==> config.mk <==
export PLATFORM = sky130hd
export DESIGN_NAME = pof_formatter
export DESIGN_NICKNAME = d
export VERILOG_FILES = /design/src/core/pof_pkg.sv /design/src/core/pof_formatter.sv
export VERILOG_INCLUDE_DIRS = /design/src /design/src/core
export SDC_FILE = /design/constraint.sdc
export NUM_CORES = 2
export LEC_CHECK = 0
export ABC_AREA = 1
export BUFFER_PORTS_ARGS = -buffer_cell sky130_fd_sc_hd__clkbuf_2
export CAP_MARGIN = 20
export CORE_ASPECT_RATIO = 1.1
export CORE_MARGIN = 3
export CORE_UTILIZATION = 45
export CTS_CLUSTER_DIAMETER = 30
export CTS_CLUSTER_SIZE = 20
export DETAILED_ROUTE_END_ITERATION = 10
export MAX_ROUTING_LAYER = met4
export PLACE_DENSITY = 0.66
export REMOVE_ABC_BUFFERS = 1
export SLEW_MARGIN = 10
export SYNTH_ARGS = -nofsm -noshare
export SYNTH_HDL_FRONTEND = slang
export SYNTH_SLANG_ARGS = --single-unit
==> constraint.sdc <==
create_clock -name core_clk -period 5.7 [get_ports core_clk]
set_input_delay 0.855 -clock core_clk [delete_from_list [all_inputs] [get_ports core_clk]]
set_output_delay 0.855 -clock core_clk [all_outputs]
set_load 0.02 [all_outputs]
==> src/core/pof_consts.svh <==
// Named constants for the pixel output formatter: register map, fields, reset values,
// conversion coefficients and output ranges. Included by the package and the formatter.
`ifndef POF_CONSTS_SVH
`define POF_CONSTS_SVH

// Register byte offsets on the AXI4-Lite slave
`define POF_OFS_CTRL 8'h00
`define POF_OFS_STATUS 8'h04
`define POF_ADDR_W 8

// Control register fields
`define POF_CTRL_FMT_HI 3
`define POF_CTRL_FMT_LO 0
`define POF_CTRL_CSWAP 4
`define POF_CTRL_YCSWAP 5
`define POF_CTRL_NOOFS 6
`define POF_CTRL_RST 8'h00
`define POF_CTRL_WMASK 8'h7f

// AXI responses
`define POF_RESP_OKAY 2'h0
`define POF_RESP_SLVERR 2'h2

// Fixed point: luma weights and chroma gains in units of 1/1024, studio gains in 1/256
`define POF_Q 10
`define POF_Q2 20
`define POF_Q_STUDIO_Y 18
`define POF_Q_STUDIO_C 28
`define POF_K601_R 306
`define POF_K601_G 601
`define POF_K601_B 117
`define POF_K601_U 578
`define POF_K601_V 730
`define POF_KSRGB_R 218
`define POF_KSRGB_G 732
`define POF_KSRGB_B 74
`define POF_KSRGB_CB 552
`define POF_KSRGB_CR 650
`define POF_STUDIO_YGAIN 219
`define POF_STUDIO_CGAIN 224

// Output offsets and ranges
`define POF_CHROMA_OFS 128
`define POF_STUDIO_YOFS 16
`define POF_FULL_MIN 0
`define POF_FULL_MAX 255
`define POF_SGN_MIN (-128)
`define POF_SGN_MAX 127
`define POF_STUDIO_MIN 16
`define POF_STUDIO_YMAX 235
`define POF_STUDIO_CMAX 240

`endif

==> src/core/pof_pkg.sv <==
// Types shared by the pixel output formatter and its bench.
// Assumes pof_consts.svh sits beside it on the include path.
`include "pof_consts.svh"

package pof_pkg;

  // Output format selected by the control register format field
  typedef enum logic [3:0] {
    FMT_PASS,
    FMT_YUV601,
    FMT_YCBCR_SRGB,
    FMT_YUV_SRGB,
    FMT_RGB565,
    FMT_RGB555,
    FMT_RGB444X,
    FMT_RGBX444,
    FMT_RAW10,
    FMT_RAW8P2
  } pof_fmt_e;

  // One pixel from the colour pipeline, with the matching raw sample
  typedef struct packed {
    logic [7:0] r;
    logic [7:0] g;
    logic [7:0] b;
    logic [7:0] y;
    logic [7:0] u;
    logic [7:0] v;
    logic [9:0] raw;
  } pof_pix_s;

  // Entire state of the formatter
  typedef struct packed {
    logic [7:0] ctrl;
    logic [7:0] act;
    logic [15:0] pixCnt;
    logic parity;
    logic [7:0] pend;
    logic pendValid;
    logic ready;
    logic [7:0] dout;
    logic [1:0] lsb;
    logic doutValid;
    logic awready;
    logic wready;
    logic awHeld;
    logic wHeld;
    logic [`POF_ADDR_W-1:0] awaddr;
    logic [7:0] wdata;
    logic wstrb0;
    logic bvalid;
    logic [1:0] bresp;
    logic arready;
    logic rvalid;
    logic [31:0] rdata;
    logic [1:0] rresp;
  } pof_state_s;

endpackage

==> src/core/pof_formatter.sv <==
// Pixel output formatter: converts pipeline pixels to YUV, YCbCr, RGB or raw byte streams.
// Assumes pixel inputs come from logic on core_clk and an AXI4-Lite master on the same clock.
// Assumes frameStart is a one-cycle pulse ahead of the first pixel of each frame.
//
// Overview of operation
// [RULE_01] Pipeline YUV passes unchanged, or is converted to a chosen YUV/YCbCr/RGB form.
// [RULE_02] BT.601 full range: Y=.299R+.587G+.114B, U=.564(B-Y)+128, V=.713(R-Y)+128.
// [RULE_03] An option drops the 128 chroma offset in full-range YUV modes.
// [RULE_04] sRGB YCbCr luma uses sRGB weights scaled by 219/256 plus 16.
// [RULE_05] sRGB YCbCr Cb=.5389(B-Y), Cr=.635(R-Y), scaled by 224/256 plus 128.
// [RULE_06] sRGB YCbCr keeps luma in 16..235 and chroma in 16..240.
// [RULE_07] sRGB full range: sRGB luma, U=.5389(B-Y)+128, V=.635(R-Y)+128, 0..255.
// [RULE_08] 4:2:2 order Cb,Y0,Cr,Y1, with chroma swap and luma/chroma swap variants.
// [RULE_09] RGB output swaps odd and even bytes when luma/chroma swap is set.
// [RULE_10] RGB output exchanges red and blue when chroma swap is set.
// [RULE_11] 565 and 555 packing of the odd and even bytes.
// [RULE_12] 444x and x444 packing of the odd and even bytes.
// [RULE_13] Raw 10-bit bypass on byte port plus two low bits, or byte port only.
// [RULE_14] Two-byte raw: bits 9..2 first, then six zeros and bits 1..0.
// [RULE_15] Every conversion result is rounded to nearest and saturated to its range.
// [RULE_16] Settings change only between frames so each frame has one format.
//
// Decided for this implementation: the AXI4-Lite interface to the registers and the register offsets.
`timescale 1ns/1ps
`include "pof_consts.svh"

module pof_formatter (
  input wire logic core_clk,
  input wire logic rst_n,
  input wire logic clkEn,
  input wire logic [`POF_ADDR_W-1:0] s_axi_awaddr,
  input wire logic s_axi_awvalid,
  output logic s_axi_awready,
  input wire logic [31:0] s_axi_wdata,
  input wire logic [3:0] s_axi_wstrb,
  input wire logic s_axi_wvalid,
  output logic s_axi_wready,
  output logic [1:0] s_axi_bresp,
  output logic s_axi_bvalid,
  input wire logic s_axi_bready,
  input wire logic [`POF_ADDR_W-1:0] s_axi_araddr,
  input wire logic s_axi_arvalid,
  output logic s_axi_arready,
  output logic [31:0] s_axi_rdata,
  output logic [1:0] s_axi_rresp,
  output logic s_axi_rvalid,
  input wire logic s_axi_rready,
  input wire logic frameStart,
  input wire logic pixValid,
  input wire pof_pkg::pof_pix_s pixIn,
  output logic pixReady,
  output logic [7:0] dout,
  output logic [1:0] doutLsb,
  output logic doutValid
);

  // Everything the block remembers lives in one packed struct, so the clock
  // enable and the reset reach a single register and nothing can be missed
  pof_pkg::pof_state_s state_r;
  pof_pkg::pof_state_s state_nxt;

  // Zero-extend a byte into the wide signed arithmetic domain
  // Forty-one bits hold the largest product: a byte difference times two gains
  function automatic logic signed [40:0] ext8(input logic [7:0] v);
    ext8 = $signed({33'h0, v});
  endfunction

  // Round to nearest by adding half an LSB before the arithmetic shift
  // Ties go upward for negative values too; the bias is below half a code
  // and cheaper than a sign-dependent rounding step
  function automatic logic signed [40:0] rnd(input logic signed [40:0] v, input int unsigned sh);
    logic signed [40:0] half;
    half = 41'sh1 <<< (sh - 1);
    rnd = (v + half) >>> sh;
  endfunction

  // Clip to [lo, hi] and keep the low byte (two's complement for signed ranges)
  // The signed clip keeps chroma without offset in two's complement form
  function automatic logic [7:0] sat8(input logic signed [40:0] v, input int lo, input int hi);
    logic signed [40:0] c;
    c = v;
    if (v < 41'(lo)) begin
      c = 41'(lo);
    end else if (v > 41'(hi)) begin
      c = 41'(hi);
    end
    sat8 = c[7:0];
  endfunction

  // Pack one RGB pixel as first byte then second byte, no swaps applied
  // Swaps are done by the caller so one table serves all four swap settings
  function automatic logic [15:0] packRgb(input pof_pkg::pof_fmt_e f, input logic [7:0] r,
                                          input logic [7:0] g, input logic [7:0] b);
    packRgb = 16'h0;
    unique case (f)
      pof_pkg::FMT_RGB565: packRgb = {r[7:3], g[7:5], g[4:2], b[7:3]}; // RULE_11
      pof_pkg::FMT_RGB555: packRgb = {1'b0, r[7:3], g[7:6], g[4:2], b[7:3]}; // RULE_11
      pof_pkg::FMT_RGB444X: packRgb = {r[7:4], g[7:4], b[7:4], 4'h0}; // RULE_12
      pof_pkg::FMT_RGBX444: packRgb = {4'h0, r[7:4], g[7:4], b[7:4]}; // RULE_12
      default: packRgb = 16'h0;
    endcase
  endfunction

  // Whole next-state computation: bus slave, config, conversion and byte sequencing
  always_comb begin
    logic [7:0] cfg;
    pof_pkg::pof_fmt_e fmt;
    logic cSwap;
    logic ycSwap;
    logic noOfs;
    logic signed [40:0] chromaOfs;
    logic signed [40:0] cMin;
    logic signed [40:0] yq601;
    logic signed [40:0] yqSrgb;
    logic signed [40:0] dB601;
    logic signed [40:0] dR601;
    logic signed [40:0] dBs;
    logic signed [40:0] dRs;
    logic [7:0] yB;
    logic [7:0] cbB;
    logic [7:0] crB;
    logic [7:0] rgbR;
    logic [7:0] rgbB;
    logic [15:0] pair;
    logic accept;
    logic twoByte;
    logic wrHit;
    cfg = 8'h0;
    fmt = pof_pkg::FMT_PASS;
    cSwap = 1'b0;
    ycSwap = 1'b0;
    noOfs = 1'b0;
    chromaOfs = 41'sh0;
    cMin = 41'sh0;
    yq601 = 41'sh0;
    yqSrgb = 41'sh0;
    dB601 = 41'sh0;
    dR601 = 41'sh0;
    dBs = 41'sh0;
    dRs = 41'sh0;
    yB = 8'h0;
    cbB = 8'h0;
    crB = 8'h0;
    rgbR = 8'h0;
    rgbB = 8'h0;
    pair = 16'h0;
    accept = 1'b0;
    twoByte = 1'b0;
    wrHit = 1'b0;
    state_nxt = state_r;

    // Readies drop while a half is held, so a second address cannot overwrite the first
    // Write address and data are taken independently, in either order
    if (s_axi_awvalid && state_r.awready) begin
      state_nxt.awHeld = 1'b1;
      state_nxt.awaddr = s_axi_awaddr;
    end
    if (s_axi_wvalid && state_r.wready) begin
      state_nxt.wHeld = 1'b1;
      state_nxt.wdata = s_axi_wdata[7:0];
      state_nxt.wstrb0 = s_axi_wstrb[0];
    end
    // Once both halves are held, commit and answer; only byte lane 0 carries fields
    // Commit waits for the response to clear, so one write is under way at a time
    if (state_r.awHeld && state_r.wHeld && !state_r.bvalid) begin
      wrHit = (state_r.awaddr == `POF_OFS_CTRL);
      if (wrHit && state_r.wstrb0) begin
        state_nxt.ctrl = state_r.wdata & `POF_CTRL_WMASK;
      end
      state_nxt.bresp = (wrHit || state_r.awaddr == `POF_OFS_STATUS) ? `POF_RESP_OKAY : `POF_RESP_SLVERR;
      state_nxt.bvalid = 1'b1;
      state_nxt.awHeld = 1'b0;
      state_nxt.wHeld = 1'b0;
    end
    if (state_r.bvalid && s_axi_bready) begin
      state_nxt.bvalid = 1'b0;
    end

    // Reads answer one cycle after the address; unmapped reads give zero and SLVERR
    // A read never waits on the pixel path, so software may poll the pixel count freely
    if (s_axi_arvalid && state_r.arready) begin
      state_nxt.rvalid = 1'b1;
      state_nxt.rresp = `POF_RESP_OKAY;
      if (s_axi_araddr == `POF_OFS_CTRL) begin
        state_nxt.rdata = {24'h0, state_r.ctrl};
      end else if (s_axi_araddr == `POF_OFS_STATUS) begin
        state_nxt.rdata = {8'h0, state_r.act, state_r.pixCnt};
      end else begin
        state_nxt.rdata = 32'h0;
        state_nxt.rresp = `POF_RESP_SLVERR;
      end
    end else if (state_r.rvalid && s_axi_rready) begin
      state_nxt.rvalid = 1'b0;
    end

    // Settings are latched at frame start; the pixel of that cycle already uses them
    // Latching here means a write in mid-frame cannot tear the output format
    // The active copy is also what the status register reports back
    cfg = frameStart ? state_r.ctrl : state_r.act; // RULE_16
    if (frameStart) begin
      state_nxt.act = state_r.ctrl; // RULE_16
      state_nxt.pixCnt = 16'h0;
      state_nxt.parity = 1'b0;
    end
    fmt = pof_pkg::pof_fmt_e'(cfg[`POF_CTRL_FMT_HI:`POF_CTRL_FMT_LO]);
    cSwap = cfg[`POF_CTRL_CSWAP];
    ycSwap = cfg[`POF_CTRL_YCSWAP];
    noOfs = cfg[`POF_CTRL_NOOFS];

    // Chroma offset is optional only in the full-range modes
    // Studio mode always centres chroma on the offset, whatever the option bit says
    chromaOfs = noOfs ? 41'sh0 : 41'(`POF_CHROMA_OFS); // RULE_03
    cMin = noOfs ? 41'(`POF_SGN_MIN) : 41'(`POF_FULL_MIN); // RULE_03

    // Luma sums kept at 1/1024 precision so chroma sees the unrounded luma
    // The products stay exact; only the final shift rounds, so no error accumulates
    yq601 = ext8(pixIn.r) * `POF_K601_R + ext8(pixIn.g) * `POF_K601_G + ext8(pixIn.b) * `POF_K601_B; // RULE_02
    yqSrgb = ext8(pixIn.r) * `POF_KSRGB_R + ext8(pixIn.g) * `POF_KSRGB_G
             + ext8(pixIn.b) * `POF_KSRGB_B; // RULE_04
    // Differences against the unrounded luma avoid a double rounding step
    dB601 = (ext8(pixIn.b) <<< `POF_Q) - yq601;
    dR601 = (ext8(pixIn.r) <<< `POF_Q) - yq601;
    dBs = (ext8(pixIn.b) <<< `POF_Q) - yqSrgb;
    dRs = (ext8(pixIn.r) <<< `POF_Q) - yqSrgb;

    // Luma and chroma bytes for the YUV family; every converted result rounded then clipped, pass-through bytes taken as they come
    unique case (fmt)
      pof_pkg::FMT_YUV601: begin
        yB = sat8(rnd(yq601, `POF_Q), `POF_FULL_MIN, `POF_FULL_MAX); // RULE_02 RULE_15
        cbB = sat8(rnd(dB601 * `POF_K601_U, `POF_Q2) + chromaOfs, int'(cMin),
                   noOfs ? `POF_SGN_MAX : `POF_FULL_MAX); // RULE_02 RULE_15
        crB = sat8(rnd(dR601 * `POF_K601_V, `POF_Q2) + chromaOfs, int'(cMin),
                   noOfs ? `POF_SGN_MAX : `POF_FULL_MAX); // RULE_02 RULE_15
      end
      pof_pkg::FMT_YCBCR_SRGB: begin
        yB = sat8(rnd(yqSrgb * `POF_STUDIO_YGAIN, `POF_Q_STUDIO_Y) + `POF_STUDIO_YOFS,
                  `POF_STUDIO_MIN, `POF_STUDIO_YMAX); // RULE_04 RULE_06
        cbB = sat8(rnd(dBs * `POF_KSRGB_CB * `POF_STUDIO_CGAIN, `POF_Q_STUDIO_C) + `POF_CHROMA_OFS,
                   `POF_STUDIO_MIN, `POF_STUDIO_CMAX); // RULE_05 RULE_06
        crB = sat8(rnd(dRs * `POF_KSRGB_CR * `POF_STUDIO_CGAIN, `POF_Q_STUDIO_C) + `POF_CHROMA_OFS,
                   `POF_STUDIO_MIN, `POF_STUDIO_CMAX); // RULE_05 RULE_06
      end
      pof_pkg::FMT_YUV_SRGB: begin
        yB = sat8(rnd(yqSrgb, `POF_Q), `POF_FULL_MIN, `POF_FULL_MAX); // RULE_07 RULE_15
        cbB = sat8(rnd(dBs * `POF_KSRGB_CB, `POF_Q2) + chromaOfs, int'(cMin),
                   noOfs ? `POF_SGN_MAX : `POF_FULL_MAX); // RULE_07
        crB = sat8(rnd(dRs * `POF_KSRGB_CR, `POF_Q2) + chromaOfs, int'(cMin),
                   noOfs ? `POF_SGN_MAX : `POF_FULL_MAX); // RULE_07
      end
      default: begin
        // Pass-through, and the unused value in RGB and raw modes
        yB = pixIn.y; // RULE_01
        cbB = pixIn.u;
        crB = pixIn.v;
      end
    endcase

    // Assemble the two bytes this pixel contributes, first byte in pair[15:8]
    // Chroma swap exchanges red and blue before packing, luma/chroma swap the bytes after
    rgbR = cSwap ? pixIn.b : pixIn.r; // RULE_10
    rgbB = cSwap ? pixIn.r : pixIn.b; // RULE_10
    twoByte = 1'b1;
    unique case (fmt)
      pof_pkg::FMT_PASS, pof_pkg::FMT_YUV601, pof_pkg::FMT_YCBCR_SRGB, pof_pkg::FMT_YUV_SRGB: begin
        // Even pixel carries the first chroma of the pair, odd pixel the second
        // Each pixel sends its own chroma; no averaging across the pair is done
        if (state_nxt.parity ^ cSwap) begin
          pair = ycSwap ? {yB, crB} : {crB, yB}; // RULE_08
        end else begin
          pair = ycSwap ? {yB, cbB} : {cbB, yB}; // RULE_08
        end
      end
      pof_pkg::FMT_RGB565, pof_pkg::FMT_RGB555, pof_pkg::FMT_RGB444X, pof_pkg::FMT_RGBX444: begin
        pair = packRgb(fmt, rgbR, pixIn.g, rgbB);
        if (ycSwap) begin
          pair = {pair[7:0], pair[15:8]}; // RULE_09
        end
      end
      pof_pkg::FMT_RAW10: begin
        pair = {pixIn.raw[9:2], 8'h0}; // RULE_13
        twoByte = 1'b0;
      end
      pof_pkg::FMT_RAW8P2: begin
        pair = {pixIn.raw[9:2], 6'h0, pixIn.raw[1:0]}; // RULE_13 RULE_14
      end
      default: begin
        // Unused format codes output nothing but still consume the pixel
        // Limitation: such a frame is lost silently, so software must not select them
        pair = 16'h0;
        twoByte = 1'b0;
      end
    endcase

    // Byte sequencer: first byte now, second byte next cycle while input is held off
    // The host cannot stall, so the only throttle is pixReady toward the pipeline
    accept = pixValid && state_r.ready;
    state_nxt.doutValid = 1'b0;
    state_nxt.lsb = 2'h0;
    if (state_r.pendValid) begin
      state_nxt.dout = state_r.pend;
      state_nxt.doutValid = 1'b1;
      state_nxt.pendValid = 1'b0;
    end else if (accept) begin
      state_nxt.dout = pair[15:8];
      state_nxt.doutValid = (fmt <= pof_pkg::FMT_RAW8P2);
      state_nxt.lsb = (fmt == pof_pkg::FMT_RAW10) ? pixIn.raw[1:0] : 2'h0; // RULE_13
      state_nxt.pend = pair[7:0];
      state_nxt.pendValid = twoByte;
      state_nxt.parity = ~state_nxt.parity;
      state_nxt.pixCnt = state_nxt.pixCnt + 16'h1;
    end
    // A pixel is refused only while its second byte is still to go
    // Raw with low bits and unused codes never hold the pipeline off
    state_nxt.ready = !state_nxt.pendValid;

    // Bus readies follow from what is held, so the outputs stay registered
    // Taken from the next state, they never offer a slot the register cannot fill
    state_nxt.awready = !state_nxt.awHeld && !state_nxt.bvalid;
    state_nxt.wready = !state_nxt.wHeld && !state_nxt.bvalid;
    state_nxt.arready = !state_nxt.rvalid;
  end

  // One register for all state; clkEn low freezes everything
  // A low enable also freezes the bus outputs, so handshakes a master completes meanwhile are not registered
  always_ff @(posedge core_clk or negedge rst_n) begin
    if (!rst_n) begin
      state_r <= '{ctrl: `POF_CTRL_RST, default: '0};
    end else if (clkEn) begin
      state_r <= state_nxt;
    end
  end

  // Outputs straight from the state register
  // No output is combinational, which keeps timing at the block edge simple
  assign s_axi_awready = state_r.awready;
  assign s_axi_wready = state_r.wready;
  assign s_axi_bresp = state_r.bresp;
  assign s_axi_bvalid = state_r.bvalid;
  assign s_axi_arready = state_r.arready;
  assign s_axi_rdata = state_r.rdata;
  assign s_axi_rresp = state_r.rresp;
  assign s_axi_rvalid = state_r.rvalid;
  assign pixReady = state_r.ready;
  assign dout = state_r.dout;
  assign doutLsb = state_r.lsb;
  assign doutValid = state_r.doutValid;

endmodule

* Yosys cells after proc, flatten, opt, wreduce, memory -nomap -nowiden
Cells that the tools add are included.
** Cells by class
- $add $sub $neg :: 25
- Multipliers :: 13
- $lt $le $gt $ge :: 19
- Equal/unequal tests :: 11
- Mux-type cells :: 55
- Bitwise gates (word level) :: 3
- Reductions and logical operators :: 33
** Operators with widths (number)
- $mux 8 :: 23
- $add 32x21->33 const B :: 4
- $lt 14x32->1 :: 4
- $pmux 16 s4 :: 2
- $mul 21x10->31 const B :: 3
- $sub 18x20->21 :: 4
- $add 41x29->41 const B :: 2
- $pmux 8 s3 :: 3
- $mux 16 :: 4
- $add 13x9->14 :: 4
- $gt 14x9->1 :: 4
- $mux 23 :: 2
- $add 20x10->21 const B :: 2
- $add 19x15->20 :: 2
- $mul 31x4->35 const B :: 1
- $mul 29x4->33 const B :: 1
- $mul 8x8->16 const B :: 2
- $mux 32 :: 1
- $mul 8x7->15 const B :: 2
- $add 28x18->29 const B :: 1
- $mul 21x8->29 const B :: 1
- $add 13x9->14 const B :: 2
- $gt 14x9->1 const B :: 2
- $lt 14x6->1 const B :: 2
- 37 further kinds :: 81
** Storage, ports and cells
- Register bits after elaboration :: 111
- Input port bits :: 120
- Output and inout port bits :: 53
- Word-level logic and storage cells :: 182

* Depth between registers and ports, before layout
- Depth after elaboration :: 18
- Mapped depth :: 91
- Depth with buffers taken out :: 91

* Least setup slack after synthesis
No wires, ideal clock.
- Kind :: input port to flip-flop
- Start :: input pixIn[46] (netlist name)
- End :: register state_r, in the netlist dout[4]
- Setup time :: 0.123 ns
- Data arrival time :: 13.783 ns
- Required time :: 5.577 ns
- Path slack :: -8.206 ns
- Cell stages on the path :: 80
- Buffers on the path :: 0
- Cells stage by stage :: ha_1 > inv_1 > fa_1 > inv_1 > fa_1 > inv_1 > fa_1 > inv_1 > ha_1 > a21o_1 > a21oi_1 > inv_1 > a21oi_1 > o21ai_0 > xor2_1 > fa_1 > inv_1 > ha_1 > (+44 left out) > nand2_1 > nand2_1 > inv_1 > ha_1 > nand3_1 > nand3b_1 > nor2_1 > nand3_1 > nand2_1 > nand3_2 > nand2_2 > nand2_1 > o21ai_1 > nand4_1 > nand2_1 > nand2_1 > nand2_1 > a21oi_1
** On the way
- Longest elaborated chain between the ends :: 17
- Elaborated cells on any way between the ends :: 80
- Classes of those cells :: 24 x add/sub; 9 x mul; 18 x order compare; 29 x mux
** Ends and longest elaborated chain
- from (decl) :: line pof_formatter.sv:50 : input wire pof_pkg::pof_pix_s pixIn,
- $mul 8x8->16 (no line)
- $add 16x18->19 (no line)
- $add 19x15->20 (no line)
- $sub 18x20->21, on equally long branches :: line pof_formatter.sv:224, pof_formatter.sv:223
- $mul 21x10->31 (no line) or $mul 21x8->29 (tied branches)
- $mul 31x4->35 (no line) or $mul 29x4->33 (tied branches)
- $add 41x29->41 :: line pof_formatter.sv:74 : rnd = (v + half) >>> sh;
- $add 13x9->14 (no line)
- $gt 14x9->1 :: line pof_formatter.sv:84 : end else if (v > 41'(hi)) begin
- $mux 8 :: line pof_formatter.sv:84
- $mux 8 :: line pof_formatter.sv:82 : if (v < 41'(lo)) begin
- $pmux 8 s3 :: line pof_formatter.sv:227 : unique case (fmt)
- $mux 16, on equally long branches :: line pof_formatter.sv:268, pof_formatter.sv:270
- $mux 16 :: line pof_formatter.sv:267 : if (state_nxt.parity ^ cSwap) begin
- $pmux 16 s4 (*) :: line pof_formatter.sv:263 : unique case (fmt)
- $mux 11 (*) :: line pof_formatter.sv:303 : end else if (accept) begin
- $mux 8 (*) :: line pof_formatter.sv:299 : if (state_r.pendValid) begin
- to (signal assigned) :: line pof_formatter.sv:329 : state_r <= state_nxt;
- to (decl) :: line pof_formatter.sv:59 : pof_pkg::pof_state_s state_r;
Every way passes the cells marked *; elsewhere a longest branch is shown, timed or not. The select of a mux whose other input is x is not followed.
A chain may end at the register's enable or synchronous reset.

* Worst setup path after layout
- Start :: input pixIn[43] (netlist name)
- End :: register state_r[74] (netlist name)
** On the way
- Longest elaborated chain between the ends :: 15
- Elaborated cells on any way between the ends :: 76
- Classes of those cells :: 24 x add/sub; 9 x mul; 18 x order compare; 25 x mux
** Ends and longest elaborated chain (line)
- $mul 8x8->16 (no line)
- $add 16x18->19 (no line)
- $add 19x15->20 (no line)
- $sub 18x20->21, on equally long branches :: pof_formatter.sv:224, pof_formatter.sv:223
- $mul 21x10->31 (no line) or $mul 21x8->29 (tied branches)
- $mul 31x4->35 (no line) or $mul 29x4->33 (tied branches)
- $add 41x29->41 :: pof_formatter.sv:74
- $add 13x9->14 (no line)
- $gt 14x9->1 :: pof_formatter.sv:84
- $mux 8 :: pof_formatter.sv:84
- $mux 8 :: pof_formatter.sv:82
- $pmux 8 s3 :: pof_formatter.sv:227
- $mux 16, on equally long branches :: pof_formatter.sv:268, pof_formatter.sv:270
- $mux 16 (*) :: pof_formatter.sv:267
- $pmux 16 s4 (*) :: pof_formatter.sv:263
Every way passes the cells marked *; elsewhere a longest branch is shown, timed or not.

==> impl_metrics.py <==
metrics = {
    "run_status": {
        "failed_checks": "negative setup slack",
        "outcome": "finished with violations",
    },
    "clocking": {
        "cts_buffer_depth": 2,
        "hold_buffers": 0,
        "root_buffer": "clkbuf_16",
        "cts_made_buffers": 9,
        "clock_sinks": 100,
        "cts_tree": "yes",
        "path_clk_slew_ps": 80,
        "h-tree-depth": 3,
        "worstSkewPairLatency_ps": 360,
    },
    "route": {
        "antenna_left": 0,
        "avgViaCountPerCell": 5.07,
        "drt-pass1-iter-count": 6,
        "wire_per_inst_um": 16.3,
        "drtIter0Drc": 2263,
        "routed_wirelength_um": 126000,
        "vias": 39200,
        "route.detailed.drc": 0,
    },
    "floorplan": {
        "num_rows": 111,
        "fp.dieH_um": 313,
        "io_pins": 173,
        "initial_core_util_pct": 45.8,
        "core_area_um2": 84000,
        "dieWidth_um": 285,
        "die_area_um2": 89100,
    },
    "worst_setup_path": {
        "crit_end": "state_r[74]",
        "startpoint": "pixIn[43]",
        "critical_path_class": "in2reg",
        "start_kind": "input port",
        "critical_path_arrival_ps": 13990,
        "r2r-start": "state_r[112]",
        "required_ps": 6000,
        "rrSetupSlack_ps": 1280,
        "slowest_stage": "fa_1",
        "crit_fanout": 5,
        "slowest_delay_ps": 570,
        "crit_top_cell": "buf_4",
        "crit_path_end_kind": "register",
        "r2r_cells": 25,
        "reg2reg_to": "state_r[77]",
    },
    "timing": {
        "finalSetupTns_ps": -126790,
        "rsz0062_at_grt": "true",
        "clock_skew_ps": 7.37,
        "final_hold_viol_count": 0,
        "worst_slew_pin_slew_ps": 936,
        "fin_crit_sh_pct": 240,
        "slew_headroom_pct": 37.6,
        "setup_slack_ps": -7990,
        "finalSetupViolCount": 16,
        "final.min_clock_period_ps": 13690,
        "drv_slew": 0,
        "fmax_mhz": 73.0,
    },
    "placement": {
        "dp_hpwl_um": 104000,
        "pre_cts_ws_ps": -9380,
        "dp_cells": 7610,
        "numPortBuffers": 133,
        "routabilityCongestion": 1.02,
    },
    "final_layout": {
        "multi_input_area_um2": 35000,
        "drive_gt1_share_pct": 33.0,
        "regArea_um2": 2500,
        "fill_cells": 6949,
        "antenna_cells": 0,
        "area_growth_pct": 41.4,
        "final_cell_mix": "buf_4 (1323), inv_1 (1074), nand2_1 (839)",
        "nets": 7863,
        "layout_commonest_cell": "buf_4",
        "fin_util_pct": 64.8,
        "stdcell_count": 7740,
    },
    "grt": {
        "grt_max_degree": 56,
        "overflow": 0,
        "grt_pass1_wl_um": 197000,
        "first_global_vias": 39700,
        "grt.total_usage_pct": 27.7,
        "antenna_found_initial": 1,
    },
    "worst_hold_path": {
        "hold_class": "reg2reg",
    },
    "synthesis": {
        "syn-cell-area_um2": 38500,
        "synth_ff_type": "dfrtp_1",
        "syn_inst": 5180,
        "synth_top_area_share_pct": 24.7,
        "async_flop_share_pct": 100,
        "syn_avg_cell_area_um2": 7.43,
        "synth_area_leaders": "ha_1 (25%), fa_1 (20%), inv_1 (11%)",
        "yosys_register_bits": 100,
        "yosysSeqAreaShare_pct": 6.50,
        "synth.distinct_cells": 68,
        "synth-edff-count": 0,
        "ys.warnings.count": 0,
        "yosys.area.top_type": "ha_1",
    },
    "run": {
        "maxCapViolCount": 0,
    },
}
## stage by stage
stage | cell area [um2] | hold slack (ps)
after floorplan | 38100 | 433
after CTS | 52500 | 476
after global placement | 49400 | 449
after detailed placement | 49400 | 456
after global routing | 54400 | 504
final | 54400 | 476
## sequential cells by signal, indices dropped and copies added (netlist names)
signal         cells
s_axi_wready       1
s_axi_rvalid       1
s_axi_bvalid       1
doutLsb            2
dout               8
s_axi_awready      1
s_axi_arready      1
s_axi_rresp        1
s_axi_bresp        1
state_r           58
s_axi_rdata       23
pixReady           1
doutValid          1
## logic make-up after synthesis
| group | after synthesis | share of synthesized area (%) |
|---|---|---|
| compound gates | 753 | 11.0 |
| xor+xnor | 291 | 6.72 |
| fa+ha+maj | 1138 | 44.4 |
| buf+inv | 1221 | 12.4 |
| flops | 100 | 6.50 |
| mux | 1 | 0.0292 |
| other cells | 1 | 0.00974 |
| simple gates | 1675 | 19.0 |
## worst min path at each step
stage,endpoint,cells after the start,from
6_report,state_r[52],2,state_r[52]
3_3_place_gp,state_r[54],2,state_r[54]
3_5_place_dp,state_r[52],2,state_r[52]
5_1_grt,state_r[48],2,state_r[48]
2_1_floorplan,state_r[54],2,state_r[54]
4_1_cts,state_r[52],2,state_r[52]
## synthesized netlist by cell type, types with 9 or more instances
| master | n |
|---|---|
| nand2_4 | 14 |
| dfrtp_1 | 100 |
| nor2_2 | 11 |
| nand3_1 | 234 |
| nand3_2 | 16 |
| fa_1 | 379 |
| o21a_1 | 9 |
| nand2_2 | 31 |
| buf_4 | 46 |
| nor3_1 | 40 |
| nand3b_1 | 10 |
| xor2_1 | 220 |
| a21o_1 | 20 |
| nor4_1 | 18 |
| inv_1 | 1137 |
| o21ai_0 | 233 |
| or2_2 | 19 |
| o22ai_1 | 10 |
| nand2_1 | 923 |
| o21bai_1 | 25 |
| nor2_1 | 299 |
| o211ai_1 | 18 |
| clkbuf_1 | 26 |
| nand4_1 | 39 |
| a21oi_1 | 331 |
| ha_1 | 759 |
| o21ai_1 | 25 |
| xnor2_1 | 66 |
| a21boi_0 | 9 |
## area by class of cell
cell class / instances / share of cell area (%)
Tap cell: 1130 / 2.60
Clock buffer: 9 / 0.414
Sequential cell: 100 / 4.60
Multi-Input combinational cell: 3870 / 64.2
Inverter: 1147 / 7.93
Clock inverter: 7 / 0.136
Timing Repair Buffer: 1477 / 20.1
## worst max-delay path: cells and delay by family
kind / cells / cell delay, ps
AND/OR/NAND/NOR: 21 / 2140
buffers and inverters: 30 / 2790
XOR/XNOR: 5 / 1120
adder cells (fa/ha/maj): 15 / 5860
AO/OA/AOI/OAI: 8 / 1260
## routing by layer
| metal | GRT usage [%] | wire length [um] | up-vias | part of all wire (%) |
|---|---|---|---|---|
| met4 | 7.39 | 4470 | 0 | 3.5 |
| met2 | 48.2 | 62800 | 893 | 50 |
| met3 | 1.79 | 4860 | 229 | 3.9 |
| met1 | 35.1 | 54100 | 18800 | 43 |
| li1 | - | - | 19300 | - |
| met5 | - | 0 | - | 0 |
## what timing repair did
item,4_1_cts,5_1_grt
hold endpoints to repair,0,0
setup buffers,86,36
setup endpoints to repair,16,16
gates resized for setup,413,342
pin swaps,273,209
Power is not shown: default switching activity piles up to over one toggle a cycle in this logic, so the estimate is an artifact.
